## src/common/rmsp_pkg.sv

```systemverilog
`default_nettype none
package rmsp_pkg;
    // Port personality: reduced-pin di-bit link or 7-wire serial PHY end
    typedef enum logic {RMSP_RMII, RMSP_SNI} rmsp_mode_t;

    // Byte stream handed to the third MAC's receive queue
    typedef struct packed {
        logic       sof;
        logic       eof;
        logic       err;
        logic       valid;
        logic [7:0] data;
    } rmsp_rxb_t;

    localparam int         RMSP_CLK_HZ     = 40_000_000;
    localparam int         RMSP_REF_HZ     = 50_000_000;
    localparam int         RMSP_SNI_BIT_HZ = 10_000_000;
    localparam int         RMSP_SNI_DIV    = RMSP_CLK_HZ / RMSP_SNI_BIT_HZ;
    localparam logic [1:0] RMSP_SNI_LAST   = 2'(RMSP_SNI_DIV - 1);
    localparam logic [1:0] RMSP_SNI_HIGH   = 2'(RMSP_SNI_DIV / 2);
    localparam logic [1:0] RMSP_SNI_SAMPLE = 2'h1;
    localparam logic [1:0] RMSP_SNI_DRIVE  = 2'h2;
    localparam logic [3:0] RMSP_SLOW_LAST  = 4'h9;
    localparam logic [3:0] RMSP_STEP_BIT   = 4'h1;
    localparam logic [3:0] RMSP_STEP_DIBIT = 4'h2;
    localparam logic [3:0] RMSP_BYTE_BITS  = 4'h8;
    localparam int         RMSP_SYNC_W     = 5;
endpackage
`default_nettype wire

```

## src/rtl/rmsp_port.sv

```systemverilog
// How it works
// - RMII timed only by external 50 MHz reference
// - RMII runs at 10 and 100 Mbps
// - Independent 2-bit transmit and receive paths
// - Frames go to and from third MAC
// - No receive-error output; errors flagged inward
// - Transmit-error input marks incoming frame errored in RMII mode only
// - RMII collision: carrier while transmitting, half duplex
// - Works with RMII PHY or MAC partner
// - MAC-to-MAC: valid feeds enable, data crosses
// - Serial mode: device is the PHY end
// - Serial mode: one bit per clock, uncoded
// - Receive-valid output is serial carrier sense
// - Serial half duplex drives collision output
`timescale 1ns/1ps
`default_nettype none
module rmsp_port (
    input  wire logic                clk,
    input  wire logic                srst,
    input  wire logic                ce,
    input  wire rmsp_pkg::rmsp_mode_t mode,
    input  wire logic                speed_100,
    input  wire logic                full_duplex,
    input  wire logic                ref_clock_in,
    input  wire logic                tx_enable_in,
    input  wire logic [3:0]          tx_data_in,
    input  wire logic                tx_error_in,
    output var  logic                rx_valid_out,
    output var  logic [1:0]          rx_data_out,
    output var  logic                collision_out,
    output var  logic                tx_clock_pin,
    output var  logic                rx_clock_pin,
    output var  rmsp_pkg::rmsp_rxb_t mac_rx,
    input  wire logic                mac_tx_valid,
    input  wire logic [7:0]          mac_tx_data,
    input  wire logic                mac_tx_last,
    output var  logic                mac_tx_ready,
    output var  logic                mac_collision
);
    logic       ref_s, en_s, er_s;
    logic [1:0] txd_s;
    logic       is_sni;
    logic       ref_d, next_ref_d;
    logic [3:0] slow, next_slow;
    logic [1:0] ph, next_ph;
    logic       ref_rise, rmii_stb, sni_smp, sni_drv;
    logic       rx_stb, drv_stb;

    // Upper data bits are unused here and expected tied low
    rmsp_sync #(.W(rmsp_pkg::RMSP_SYNC_W)) u_sync (
        .clk  (clk),
        .srst (srst),
        .ce   (ce),
        .d    ({ref_clock_in, tx_enable_in, tx_error_in, tx_data_in[1:0]}),
        .q    ({ref_s, en_s, er_s, txd_s})
    );

    assign is_sni = (mode == rmsp_pkg::RMSP_SNI);

    // Reference edge detect and 10 Mbps symbol pacing
    always_comb begin
        next_ref_d = ref_s;
        next_slow  = slow;
        next_ph    = (ph == rmsp_pkg::RMSP_SNI_LAST) ? 2'h0 : ph + 2'h1;
        if (ref_rise) begin
            next_slow = (slow == rmsp_pkg::RMSP_SLOW_LAST) ? 4'h0 : slow + 4'h1;
        end
    end

    always_ff @(posedge clk) begin
        if (srst) begin
            ref_d <= 1'b0;
            slow  <= 4'h0;
            ph    <= 2'h0;
        end else if (ce) begin
            ref_d <= next_ref_d;
            slow  <= next_slow;
            ph    <= next_ph;
        end
    end

    // Both paths use only the partner-supplied reference in RMII
    assign ref_rise = ref_s & ~ref_d;
    // A PHY or MAC partner looks the same on these pins
    assign rmii_stb = ref_rise & (speed_100 | (slow == 4'h0));
    assign sni_smp  = (ph == rmsp_pkg::RMSP_SNI_SAMPLE);
    assign sni_drv  = (ph == rmsp_pkg::RMSP_SNI_DRIVE);
    assign rx_stb   = is_sni ? sni_smp : rmii_stb;
    assign drv_stb  = is_sni ? sni_drv : rmii_stb;

    // Incoming enable is the partner's carrier/valid; its data crosses to ours
    rmsp_deser u_deser (
        .clk     (clk),
        .srst    (srst),
        .ce      (ce),
        .strobe  (rx_stb),
        .active  (en_s),
        .one_bit (is_sni),
        .sym     (txd_s),
        .err     (er_s & ~is_sni),
        .out     (mac_rx)
    );

    // Outgoing path: one holding byte ahead of the shifter
    logic [7:0] hold, next_hold;
    logic       hold_full, next_hold_full;
    logic       hold_last, next_hold_last;
    logic [7:0] sh, next_sh;
    logic [3:0] left, next_left;
    logic       sh_last, next_sh_last;
    logic       next_valid;
    logic [1:0] next_rxd;
    logic       next_ready;
    logic       col, next_col, next_mcol;
    logic       next_txc, next_rxc;
    logic       accept;

    assign accept = mac_tx_valid & mac_tx_ready;

    always_comb begin
        logic [7:0] cur;
        logic [3:0] rem;
        logic       lst;
        logic [3:0] step;
        cur            = sh;
        rem            = left;
        lst            = sh_last;
        step           = is_sni ? rmsp_pkg::RMSP_STEP_BIT : rmsp_pkg::RMSP_STEP_DIBIT;
        next_hold      = hold;
        next_hold_full = hold_full;
        next_hold_last = hold_last;
        next_sh        = sh;
        next_left      = left;
        next_sh_last   = sh_last;
        next_valid     = rx_valid_out;
        next_rxd       = rx_data_out;
        if (accept) begin
            next_hold      = mac_tx_data;
            next_hold_full = 1'b1;
            next_hold_last = mac_tx_last;
        end
        if (drv_stb) begin
            // One idle symbol after a last byte keeps frames apart
            if (rem == 4'h0 && hold_full && !(sh_last && rx_valid_out)) begin
                cur            = hold;
                rem            = rmsp_pkg::RMSP_BYTE_BITS;
                lst            = hold_last;
                next_hold_full = 1'b0;
            end
            if (rem != 4'h0) begin
                next_rxd     = is_sni ? {1'b0, cur[0]} : cur[1:0];
                next_valid   = 1'b1;
                next_sh      = is_sni ? {1'b0, cur[7:1]} : {2'h0, cur[7:2]};
                next_left    = rem - step;
                next_sh_last = lst;
            end else begin
                next_rxd     = 2'h0;
                next_valid   = 1'b0;
                next_sh_last = 1'b0;
            end
        end
        next_ready = ~next_hold_full;
    end

    // Collision is partner carrier seen while we transmit, half duplex only
    always_comb begin
        col       = ~full_duplex & rx_valid_out & en_s;
        next_mcol = col;
        next_col  = col & is_sni;
        // The device makes the serial clocks; nothing is driven in RMII
        next_txc  = is_sni & (next_ph < rmsp_pkg::RMSP_SNI_HIGH);
        next_rxc  = next_txc;
    end

    always_ff @(posedge clk) begin
        if (srst) begin
            hold          <= '0;
            hold_full     <= 1'b0;
            hold_last     <= 1'b0;
            sh            <= '0;
            left          <= 4'h0;
            sh_last       <= 1'b0;
            rx_valid_out  <= 1'b0;
            rx_data_out   <= 2'h0;
            mac_tx_ready  <= 1'b0;
            collision_out <= 1'b0;
            mac_collision <= 1'b0;
            tx_clock_pin  <= 1'b0;
            rx_clock_pin  <= 1'b0;
        end else if (ce) begin
            hold          <= next_hold;
            hold_full     <= next_hold_full;
            hold_last     <= next_hold_last;
            sh            <= next_sh;
            left          <= next_left;
            sh_last       <= next_sh_last;
            rx_valid_out  <= next_valid;
            rx_data_out   <= next_rxd;
            mac_tx_ready  <= next_ready;
            collision_out <= next_col;
            mac_collision <= next_mcol;
            tx_clock_pin  <= next_txc;
            rx_clock_pin  <= next_rxc;
        end
    end

    a_ref_only: assert property (@(posedge clk) disable iff (srst || !ce)
        !is_sni |=> !tx_clock_pin && !rx_clock_pin)
        else $error("clock driven in RMII mode");
    a_slow_pace: assert property (@(posedge clk) disable iff (srst || !ce)
        !is_sni && !speed_100 && rmii_stb |=> !rmii_stb [*8])
        else $error("10 Mbps symbols too close");
    a_dibit_out: assert property (@(posedge clk) disable iff (srst || !ce)
        !is_sni && drv_stb && left != 4'h0
        |=> rx_valid_out && rx_data_out == $past(sh[1:0]))
        else $error("di-bit not driven from shifter");
    a_ready_hold: assert property (@(posedge clk) disable iff (srst || !ce)
        accept |=> !mac_tx_ready && hold == $past(mac_tx_data))
        else $error("accepted byte not held");
    a_rmii_col: assert property (@(posedge clk) disable iff (srst || !ce)
        !full_duplex && rx_valid_out && en_s |=> mac_collision)
        else $error("collision not flagged");
    a_fd_nocol: assert property (@(posedge clk) disable iff (srst || !ce)
        full_duplex |=> !mac_collision && !collision_out)
        else $error("collision in full duplex");
    a_sni_bit: assert property (@(posedge clk) disable iff (srst || !ce)
        is_sni && sni_drv && left != 4'h0
        |=> rx_valid_out && rx_data_out == {1'b0, $past(sh[0])})
        else $error("serial bit not driven");
    a_crs_idle: assert property (@(posedge clk) disable iff (srst || !ce)
        !rx_valid_out |-> rx_data_out == 2'h0)
        else $error("data without carrier sense");
    a_sni_col: assert property (@(posedge clk) disable iff (srst || !ce)
        is_sni && !full_duplex && rx_valid_out && en_s |=> collision_out)
        else $error("serial collision missed");
    a_sni_clk: assert property (@(posedge clk) disable iff (srst || !ce)
        is_sni && $rose(tx_clock_pin) && $past(is_sni)
        |=> tx_clock_pin ##1 !tx_clock_pin ##1 !tx_clock_pin)
        else $error("serial clock shape wrong");

    // The partner samples anywhere in a symbol, so nothing moves between strobes
    a_out_steady: assert property (@(posedge clk) disable iff (srst || !ce)
        !drv_stb
        |=> $stable(rx_data_out) && $stable(rx_valid_out))
        else $error("link outputs moved between strobes");

    a_dibit_steps: assert property (@(posedge clk) disable iff (srst || !ce)
        !is_sni && drv_stb && left != 4'h0
        |=> left == $past(left) - rmsp_pkg::RMSP_STEP_DIBIT)
        else $error("di-bit count not stepped by two");

    a_frame_gap: assert property (@(posedge clk) disable iff (srst || !ce)
        drv_stb && left == 4'h0 && sh_last && rx_valid_out
        |=> !rx_valid_out)
        else $error("no idle symbol after last byte");

    a_underrun_end: assert property (@(posedge clk) disable iff (srst || !ce)
        drv_stb && left == 4'h0 && !hold_full
        |=> !rx_valid_out)
        else $error("frame kept going with nothing held");

    a_load_ready: assert property (@(posedge clk) disable iff (srst || !ce)
        drv_stb && left == 4'h0 && hold_full && !(sh_last && rx_valid_out)
        |=> mac_tx_ready && rx_valid_out)
        else $error("held byte not loaded at strobe");

    a_ready_mirror: assert property (@(posedge clk) disable iff (srst || !ce)
        mac_tx_ready
        |-> !hold_full)
        else $error("ready while a byte is held");

    a_col_needs_tx: assert property (@(posedge clk) disable iff (srst || !ce)
        mac_collision
        |-> $past(rx_valid_out) && !$past(full_duplex))
        else $error("collision without own transmission");

    a_rmii_nopin: assert property (@(posedge clk) disable iff (srst || !ce)
        !is_sni
        |=> !collision_out)
        else $error("collision pin driven in RMII mode");

    a_serial_top: assert property (@(posedge clk) disable iff (srst || !ce)
        is_sni && rx_valid_out
        |-> rx_data_out[1] == 1'b0)
        else $error("serial data on upper bit");

    a_clk_pair: assert property (@(posedge clk) disable iff (srst || !ce)
        is_sni
        |-> rx_clock_pin == tx_clock_pin)
        else $error("serial clocks differ");

    a_sni_pace: assert property (@(posedge clk) disable iff (srst || !ce)
        is_sni && sni_drv
        |=> !sni_drv [*3] ##1 sni_drv)
        else $error("serial drive strobe not every fourth clock");

    a_bit_steps: assert property (@(posedge clk) disable iff (srst || !ce)
        is_sni && sni_drv && left != 4'h0
        |=> left == $past(left) - rmsp_pkg::RMSP_STEP_BIT)
        else $error("serial bit count not stepped by one");
endmodule
`default_nettype wire

```

## src/rtl/rmsp_sync.sv

```systemverilog
`timescale 1ns/1ps
`default_nettype none
module rmsp_sync #(
    parameter int W = 1
) (
    input  wire logic         clk,
    input  wire logic         srst,
    input  wire logic         ce,
    input  wire logic [W-1:0] d,
    output var  logic [W-1:0] q
);
    logic [W-1:0] meta;

    always_ff @(posedge clk) begin
        if (srst) begin
            meta <= '0;
            q    <= '0;
        end else if (ce) begin
            meta <= d;
            q    <= meta;
        end
    end
endmodule
`default_nettype wire

```

## src/rtl/rmsp_deser.sv

```systemverilog
`timescale 1ns/1ps
`default_nettype none
module rmsp_deser (
    input  wire logic              clk,
    input  wire logic              srst,
    input  wire logic              ce,
    input  wire logic              strobe,
    input  wire logic              active,
    input  wire logic              one_bit,
    input  wire logic [1:0]        sym,
    input  wire logic              err,
    output var  rmsp_pkg::rmsp_rxb_t out
);
    logic [7:0] acc, next_acc;
    logic [3:0] cnt, next_cnt;
    logic       fr, next_fr;
    logic       first, next_first;
    logic       err_seen, next_err;
    rmsp_pkg::rmsp_rxb_t next_out;

    always_comb begin
        logic [3:0] base;
        base       = fr ? cnt : 4'h0;
        next_acc   = acc;
        next_cnt   = cnt;
        next_fr    = fr;
        next_first = first;
        next_err   = err_seen;
        next_out   = '0;
        if (strobe && active) begin
            next_acc = one_bit ? {sym[0], acc[7:1]} : {sym, acc[7:2]};
            next_cnt = base + (one_bit ? rmsp_pkg::RMSP_STEP_BIT : rmsp_pkg::RMSP_STEP_DIBIT);
            next_err = (fr & err_seen) | err;
            if (!fr) begin
                next_fr    = 1'b1;
                next_first = 1'b1;
            end
            if (next_cnt == rmsp_pkg::RMSP_BYTE_BITS) begin
                next_out.valid = 1'b1;
                next_out.data  = next_acc;
                next_out.sof   = next_first;
                next_first     = 1'b0;
                next_cnt       = 4'h0;
            end
        end else if (strobe && fr) begin
            // A trailing partial byte is dropped; the error is only reported inward
            next_out.eof = 1'b1;
            next_out.err = err_seen;
            next_fr      = 1'b0;
        end
    end

    always_ff @(posedge clk) begin
        if (srst) begin
            acc      <= '0;
            cnt      <= '0;
            fr       <= 1'b0;
            first    <= 1'b0;
            err_seen <= 1'b0;
            out      <= '0;
        end else if (ce) begin
            acc      <= next_acc;
            cnt      <= next_cnt;
            fr       <= next_fr;
            first    <= next_first;
            err_seen <= next_err;
            out      <= next_out;
        end
    end

    a_dibit_byte: assert property (@(posedge clk) disable iff (srst || !ce)
        strobe && active && fr && !one_bit && cnt == 4'h6
        |=> out.valid && out.data[7:6] == $past(sym))
        else $error("di-bit not placed in byte top");
    a_err_mark: assert property (@(posedge clk) disable iff (srst || !ce)
        strobe && !active && fr && err_seen |=> out.eof && out.err)
        else $error("errored frame not marked at end");
endmodule
`default_nettype wire

```

## config.mk

```make
export PLATFORM = sky130hd
export DESIGN_NAME = rmsp_port
export DESIGN_NICKNAME = d
export VERILOG_FILES = /design/src/common/rmsp_pkg.sv /design/src/rtl/rmsp_port.sv /design/src/rtl/rmsp_sync.sv /design/src/rtl/rmsp_deser.sv
export SDC_FILE = /design/constraint.sdc
export NUM_CORES = 1
export LEC_CHECK = 0
export BUFFER_PORTS_ARGS = -buffer_cell sky130_fd_sc_hd__buf_2
export CAP_MARGIN = 30
export CORE_UTILIZATION = 40
export CTS_CLUSTER_DIAMETER = 200
export CTS_CLUSTER_SIZE = 24
export DETAILED_ROUTE_END_ITERATION = 12
export PLACE_DENSITY = 0.65
export SLEW_MARGIN = 10
export SYNTH_ARGS = -nofsm -noshare
export SYNTH_HDL_FRONTEND = slang
export SYNTH_HIERARCHICAL = 1
export SYNTH_SLANG_ARGS = --single-unit
export TNS_END_PERCENT = 10
```

## constraint.sdc

```tcl
create_clock -name clk -period 7.1 [get_ports clk]
set_input_delay 1.065 -clock clk [delete_from_list [all_inputs] [get_ports clk]]
set_output_delay 1.065 -clock clk [all_outputs]
set_load 0.005 [all_outputs]
```

Word-level counts from Yosys, hierarchy flattened
Cells that the tools add are included.
{"block": "op_classes", "addsub": 4, "order_cmp": 1, "n_eq_ne": 6, "muxes": 30, "bitwise": 15, "reduce_logical": 17}
{"cell": "$mux W4", "count": 5}
{"cell": "$mux W9", "count": 2}
{"cell": "$mux W8", "count": 2}
{"cell": "$mux W1", "count": 14}
{"cell": "$mux W2", "count": 6}
{"cell": "$reduce_and A2 Y1", "count": 5}
{"cell": "$and A1 B1 Y1", "count": 9}
{"cell": "$eq A4 B4 Y1 const B", "count": 2}
{"cell": "$logic_not A4 Y1", "count": 2}
{"cell": "$mux W7", "count": 1}
{"cell": "$reduce_and A3 Y1", "count": 2}
{"cell": "$logic_and A1 B1 Y1", "count": 5}
{"cell": "$add A4 B1 Y4 const B", "count": 1}
{"cell": "$add A4 B4 Y4", "count": 1}
{"cell": "$eq A2 B2 Y1 const B", "count": 2}
{"cell": "$not A1 Y1", "count": 4}
{"cell": "$reduce_bool A4 Y1", "count": 1}
{"cell": "$sub A4 B4 Y4", "count": 1}
{"cell": "$add A2 B1 Y2 const B", "count": 1}
{"cell": "$eq A2 B1 Y1 const B", "count": 1}
{"cell": "$lt A2 B2 Y1 const B", "count": 1}
{"cell": "$ne A2 B2 Y1 const B", "count": 1}
{"cell": "$or A1 B1 Y1", "count": 2}
{"cell": "$reduce_bool A2 Y1", "count": 1}
{"cell": "$logic_not A1 Y1", "count": 1}
{"block": "totals", "ff_bits": 74, "in_bits": 23, "output_inout_bits": 20}

Depth between registers and ports, before layout
{"block": "depth", "depth_word": 8, "ltp_mapped": 8, "ltp_nobuf": 7}

Modules after synthesis
Netlist, hierarchy kept.
{"module": "rmsp_port", "n_inst": 1, "cells_per_inst": 218, "area_each_um2": 1803.0, "seq_area_each_um2": 720.7}
{"module": "rmsp_deser", "n_inst": 1, "cells_per_inst": 125, "area_each_um2": 1143.6, "seq_area_each_um2": 520.5}
{"module": "rmsp_sync", "n_inst": 1, "cells_per_inst": 32, "area_each_um2": 352.8, "seq_area_each_um2": 200.2}

Least setup slack after synthesis
OpenSTA, ideal clock, no wires.
{"block": "synth_path", "path_kind": "in2reg", "from": "input port mode", "to": "register u_deser/out[2] in the netlist's numbering", "setup_time_ps": 67, "t_arrival_ps": 3172, "path_slack_ps": 3861, "cell_stages": 8, "path_cell_list": "clkbuf_1 -> inv_1 -> fa_1 -> xor2_1 -> or3_4 -> or3_1 -> buf_6 -> o21ai_2"}
{"block": "synth_via", "elab_chain_len": 5, "word_cells_on_any_way": 8, "classes_between": "1 x add/sub; 1 x eq/ne; 5 x mux; 1 x reduce/logical"}
{"item": "start, declared", "line_no": "rmsp_port.sv:21", "rtl": "input wire rmsp_pkg::rmsp_mode_t mode,"}
{"item": "$mux W2", "line_no": "rmsp_deser.sv:32", "rtl": "next_cnt = base + (one_bit ? rmsp_pkg::RMSP_STEP_BIT : rmsp_pkg::RMSP_STEP_DIBIT);"}
{"item": "$add A4 B4 Y4", "line_no": "rmsp_deser.sv:32"}
{"item": "$eq A4 B4 Y1", "line_no": "rmsp_deser.sv:38", "rtl": "if (next_cnt == rmsp_pkg::RMSP_BYTE_BITS) begin"}
{"item": "$mux W9", "line_no": "rmsp_deser.sv:38"}
{"item": "$mux W9 (*)", "line_no": "rmsp_deser.sv:30", "rtl": "if (strobe && active) begin"}
{"item": "end signal, assigned", "line_no": "rmsp_deser.sv:67", "rtl": "out <= next_out;"}
{"item": "end, declared", "line_no": "rmsp_deser.sv:12", "rtl": "output var rmsp_pkg::rmsp_rxb_t out"}
Mark *: on every way between the ends. The rest lies on a longest branch, timed or not.
A chain may end at the register's enable or synchronous reset.

Final worst setup path
{"block": "layout_path", "from": "input port mode", "to": "register u_deser/out[4] in the netlist's numbering"}
{"block": "layout_via", "word_cells_on_any_way": 8, "classes_between": "1 x add/sub; 1 x eq/ne; 5 x mux; 1 x reduce/logical"}
{"item": "$mux W1", "line_no": "rmsp_port.sv:88", "rtl": "assign rx_stb = is_sni ? sni_smp : rmii_stb;"}
{"item": "via rx_stb", "line_no": "rmsp_port.sv:47", "rtl": "logic rx_stb, drv_stb;"}
{"item": "$logic_and A1 B1 Y1", "line_no": "rmsp_deser.sv:30"}
{"item": "$mux W9", "line_no": "rmsp_deser.sv:30"}
The timed path passes the listed nets, and every way through them passes these cells.

==> results.md <==
Place:
- The number of placed instances, taps included, is 498.
- Input and output buffers added on the ports amount to 40.
- The total half-perimeter wirelength after legalization and detailed placement is 4310 um.
- The placement-stage cell area is 3540 um^2.
- At the end of routability-driven placement, the weighted congestion stood at 0.747.

Global route:
- The global route total overflow is 0.
- Entering global routing, the biggest net connects 66 pins.
- For this run, the total global-route usage over all layers was measured as 0.160.
- The number of antenna violations at the first check in global routing came to 0.
- The via count of the first global-routing pass is 2,538.
- The first global-routing pass estimated 11,200 um of wire.

Power:
- The ratio of total power to cell area is 207 nW/um^2.
- The worst-case IR drop observed on VDD is 0.153 mV.
- In this run the static leakage power is 0.00149 uW.

Timing:
- Setup violations remaining at the end of the flow were counted as 0.
- The maximum frequency from static timing analysis is 291 MHz.
- The number of hold violations in the final report came to 0.
- Across the routed clock network, the largest skew measured is 0.0174 ns.
- The total negative slack for setup checks is 0 ns.
- Setup repair after global routing left no endpoint under its margin.
- The headroom to the max-slew limit is 0.448.
- The number of pins with negative max-slew slack in the final report is 0.
- The final critical-path required period is 3.43 ns.
- Dividing the final minimum period by the clock period gives 0.483.
- The transition at the pin with the smallest max-transition slack is 0.829 ns.

Yosys:
- Counting every net in the synthesized netlist gives 407.
- The async set or reset register ratio after synthesis is 0.
- For this run, the register share of the synthesized area comes to 0.437.
- After synthesis the netlist holds a flip-flop and latch count of 72.
- The leading cell type by number of instances after synthesis is dfxtp_1.
- Of the post-synthesis cell area, the dominant cell type holds 0.437.
- Ranked by instance count, the synthesized netlist is headed by dfxtp_1, nand2_1, a21oi_1.
- The synthesized netlist contains 49 unique library cells.
- The netlist area before placement is 3300 um^2.
- Of all cell types, the one taking the most synthesized area is dfxtp_1.
- By area the synthesized netlist is led by dfxtp_1, mux2i_1, a21oi_1.
- During synthesis, Yosys emitted a total of 6 warnings.
- The cell count after synthesis came out at 375.
- The average instance in the mapped netlist occupies 8.80 um^2.
- Yosys mapped a number of flops with a built-in enable equal to 0.
- For this run, the leading register cell type out of synthesis is dfxtp_1.

Critical path:
- The worst register-to-register path ends at u_deser/out[4]$_SDFFE_PP0P_.
- In this run the critical register-to-register path is launched from slow[1]$_SDFFE_PP0P_.
- The worst setup path is launched from an input port.
- In this run the number of cells on the critical path is 8.
- The worst-path maximum fanout is 35.
- The worst setup path is captured at a register.
- The critical path is of the input port to register type.
- Together, buffers and inverters on the worst path number 1.
- The family of cells with the greatest summed delay on the critical path is simple AND/OR/NAND/NOR gates.
- The path depth of the worst reg2reg path is 7.
- The largest incremental delay on the critical path is 0.61 ns.
- The cell with the biggest individual delay on the critical path is or3b_2.
- In this run the worst setup path terminates at u_deser/out[4]$_SDFFE_PP0P_.
- The data required time at the worst endpoint is 7.38 ns.
- The critical path starts at mode.
- STA puts the critical path data arrival time at 3.72 ns.
- The critical path goes through buf_2, or3b_2, a21oi_1, a21o_1, nand3_1, or3_1, or3_1, o21ai_2.
- The cell that appears most often on the critical path is or3_1.
- Setup slack on the worst reg-to-reg path comes out at 4.46 ns.

Finish:
- The total non-filler cell area in the finished layout is 3730 um^2.
- The finished layout holds 514 standard cells, fillers aside.
- Counting the fill cells in the layout gives 811.
- The share of final-layout standard cells stronger than drive strength 1 is 0.189.
- The sequential cell area in the final layout is 1440 um^2.
- The area growth from synthesis to layout is 13.0%.
- 0 antenna diodes ended up in the layout.
- The number of nets in the layout is 439.
- In the final layout, the multi-input gates occupy 1700 um^2.

CTS:
- The maximum number of buffers from clock root to sink is 2.
- After clock tree synthesis, the repair step resized 0 gates.
- The number of setup buffers added after CTS is 0.
- Clock-pin slew was measured on the worst setup and hold paths at 0.09 ns.
- The root cell of the clock tree is clkbuf_8.
- The H-tree was split into 3 levels.
- The later-pin clock latency in the skew report is 0.34 ns.
- TritonCTS built the clock tree.
- Counting every sink on the clock net gives 72.
- After clock tree synthesis, the flow added hold-fix buffers numbering 0.
- The clock buffer count from CTS is 9.

Floorplan:
- The die span in y is 92.8 um.
- The total number of placement rows is 32.
- The region available for standard cell placement spans 7850 um^2.
- 43 I/O pins were placed.
- The initial utilization of the core area, before any placement, comes to 0.420.
- The overall die area is 8620 um^2.
- The die outline width is 92.8 um.

Drt:
- The routed layout has 2,698 vias.
- The detailed-route DRC error count is 0.
- The first TritonRoute pass finished after 4 iterations.
- The routed wire length is 6510 um.
- In this run the remaining antenna-violating nets after routing total 0.
- The count of routing violations after the opening detailed-route iteration is 120.
- After detailed routing, the number of vias per cell comes to 5.25.
- The wire length per cell after detailed routing is 12.7 um.

Run status:
- The flow ran to the end, and the final reports show no timing, DRC or antenna violations.

Min path:
- The worst hold path belongs to the class register to register.
- The depth of the worst hold-timing path is 2.

Job:
- The max-capacitance violation count is 0.
-- cells by family (layout without fill, tap and decap cells) --
group           after synthesis  count (layout)  synth area share
buf+inv                      34              71            0.0466
flops                        72              72             0.437
xor+xnor                      3               3           0.00797
fa+ha+maj                     9               9            0.0387
compound gates               96              96             0.188
simple gates                128             128             0.180
mux                          33              33             0.102
-- layer usage --
layer	up-vias	part of all wire	global-route usage
met2	48	0.46	0.269
met3	8	0.037	0.0369
met4	0	0.014	0.0564
li1	1393	-	-
met5	-	0	0
met1	1249	0.49	0.198
-- area by class of cell --
cell class	instances	share of cell area
multi-input cells	269	0.457
flip-flops and latches	72	0.386
repair buffers	44	0.0617
well taps	102	0.0342
clock buffers	9	0.0332
clock inverters	7	0.0164
inverters	11	0.0111
-- how the worst min path moves through the flow --
| stage | start | endpoint |
|---|---|---|
| floorplan | u_deser/cnt[0]$_SDFFE_PP0P_ | u_deser/cnt[0]$_SDFFE_PP0P_ |
| global placement | u_deser/out[8]$_SDFFE_PP0P_ | u_deser/out[8]$_SDFFE_PP0P_ |
| detailed placement | u_deser/out[8]$_SDFFE_PP0P_ | u_deser/out[8]$_SDFFE_PP0P_ |
| CTS | u_deser/out[8]$_SDFFE_PP0P_ | u_deser/out[8]$_SDFFE_PP0P_ |
| global route | u_deser/out[0]$_SDFFE_PP0P_ | u_deser/out[0]$_SDFFE_PP0P_ |
| finish | u_deser/out[8]$_SDFFE_PP0P_ | u_deser/out[8]$_SDFFE_PP0P_ |
-- per-stage QoR --
stage | utilization | worst slack [ns] | total power [uW] | hold WS (ns)
2_1_floorplan | - | 3.86 | 463 | 0.432
3_3_place_gp | 0.452 | 3.33 | 478 | 0.428
3_5_place_dp | 0.452 | 3.27 | 479 | 0.431
4_1_cts | 0.475 | 3.64 | 782 | 0.445
5_1_grt | 0.475 | 3.48 | 806 | 0.471
6_report | 0.475 | 3.67 | 773 | 0.444
-- power breakdown --
| group | leakage [uW] | internal, uW | switching (uW) |
|---|---|---|---|
| combinational | 0.000821 | 20.8 | 33.3 |
| sequential | 0.000583 | 410 | 5.34 |
| clock | 0.0000888 | 133 | 170 |
-- placed cells by master (no fill, tap or decap), types with 2 or more instances in the layout --
cell type,synthesis,layout
or4_1,2,2
o21ai_2,9,9
dfxtp_1,72,72
a21o_1,2,2
nor2_1,35,35
a22oi_1,2,2
and3_1,5,5
and2_1,2,2
nand4_1,2,2
xor2_1,2,2
o2111ai_1,5,5
nand2b_1,2,2
nor2b_1,4,4
buf_4,3,4
clkinvlp_4,0,2
fa_1,2,2
or3_1,2,2
buf_2,0,40
o31ai_1,2,2
ha_1,7,7
nor3_1,2,2
mux2i_1,28,28
a21oi_1,40,40
nand3_1,14,14
o21ai_0,13,13
inv_6,0,3
a211o_1,2,2
mux2_2,5,5
nand2_1,49,49
inv_1,11,11
nor3b_1,2,2
clkbuf_8,0,9
a211oi_1,12,12
-- worst min-delay path, delay by kind of cell, from the launching register on --
| family | cells | cell delay (ns) |
|---|---|---|
| simple gates | 2 | 0.09 |
| flops | 1 | 0.32 |
-- flip-flops by register name, indices dropped and copies added, names as in the netlist, 2 cells and up --
| name | flops |
|---|---|
| u_deser/out | 12 |
| rx_data_out | 2 |
| u_deser/acc | 7 |
| slow | 4 |
| hold | 8 |
| u_sync/meta | 5 |
| ph | 2 |
| u_sync/q | 5 |
| sh | 7 |
| left | 4 |
| u_deser/cnt | 4 |
(Power assumes the default switching activity.)
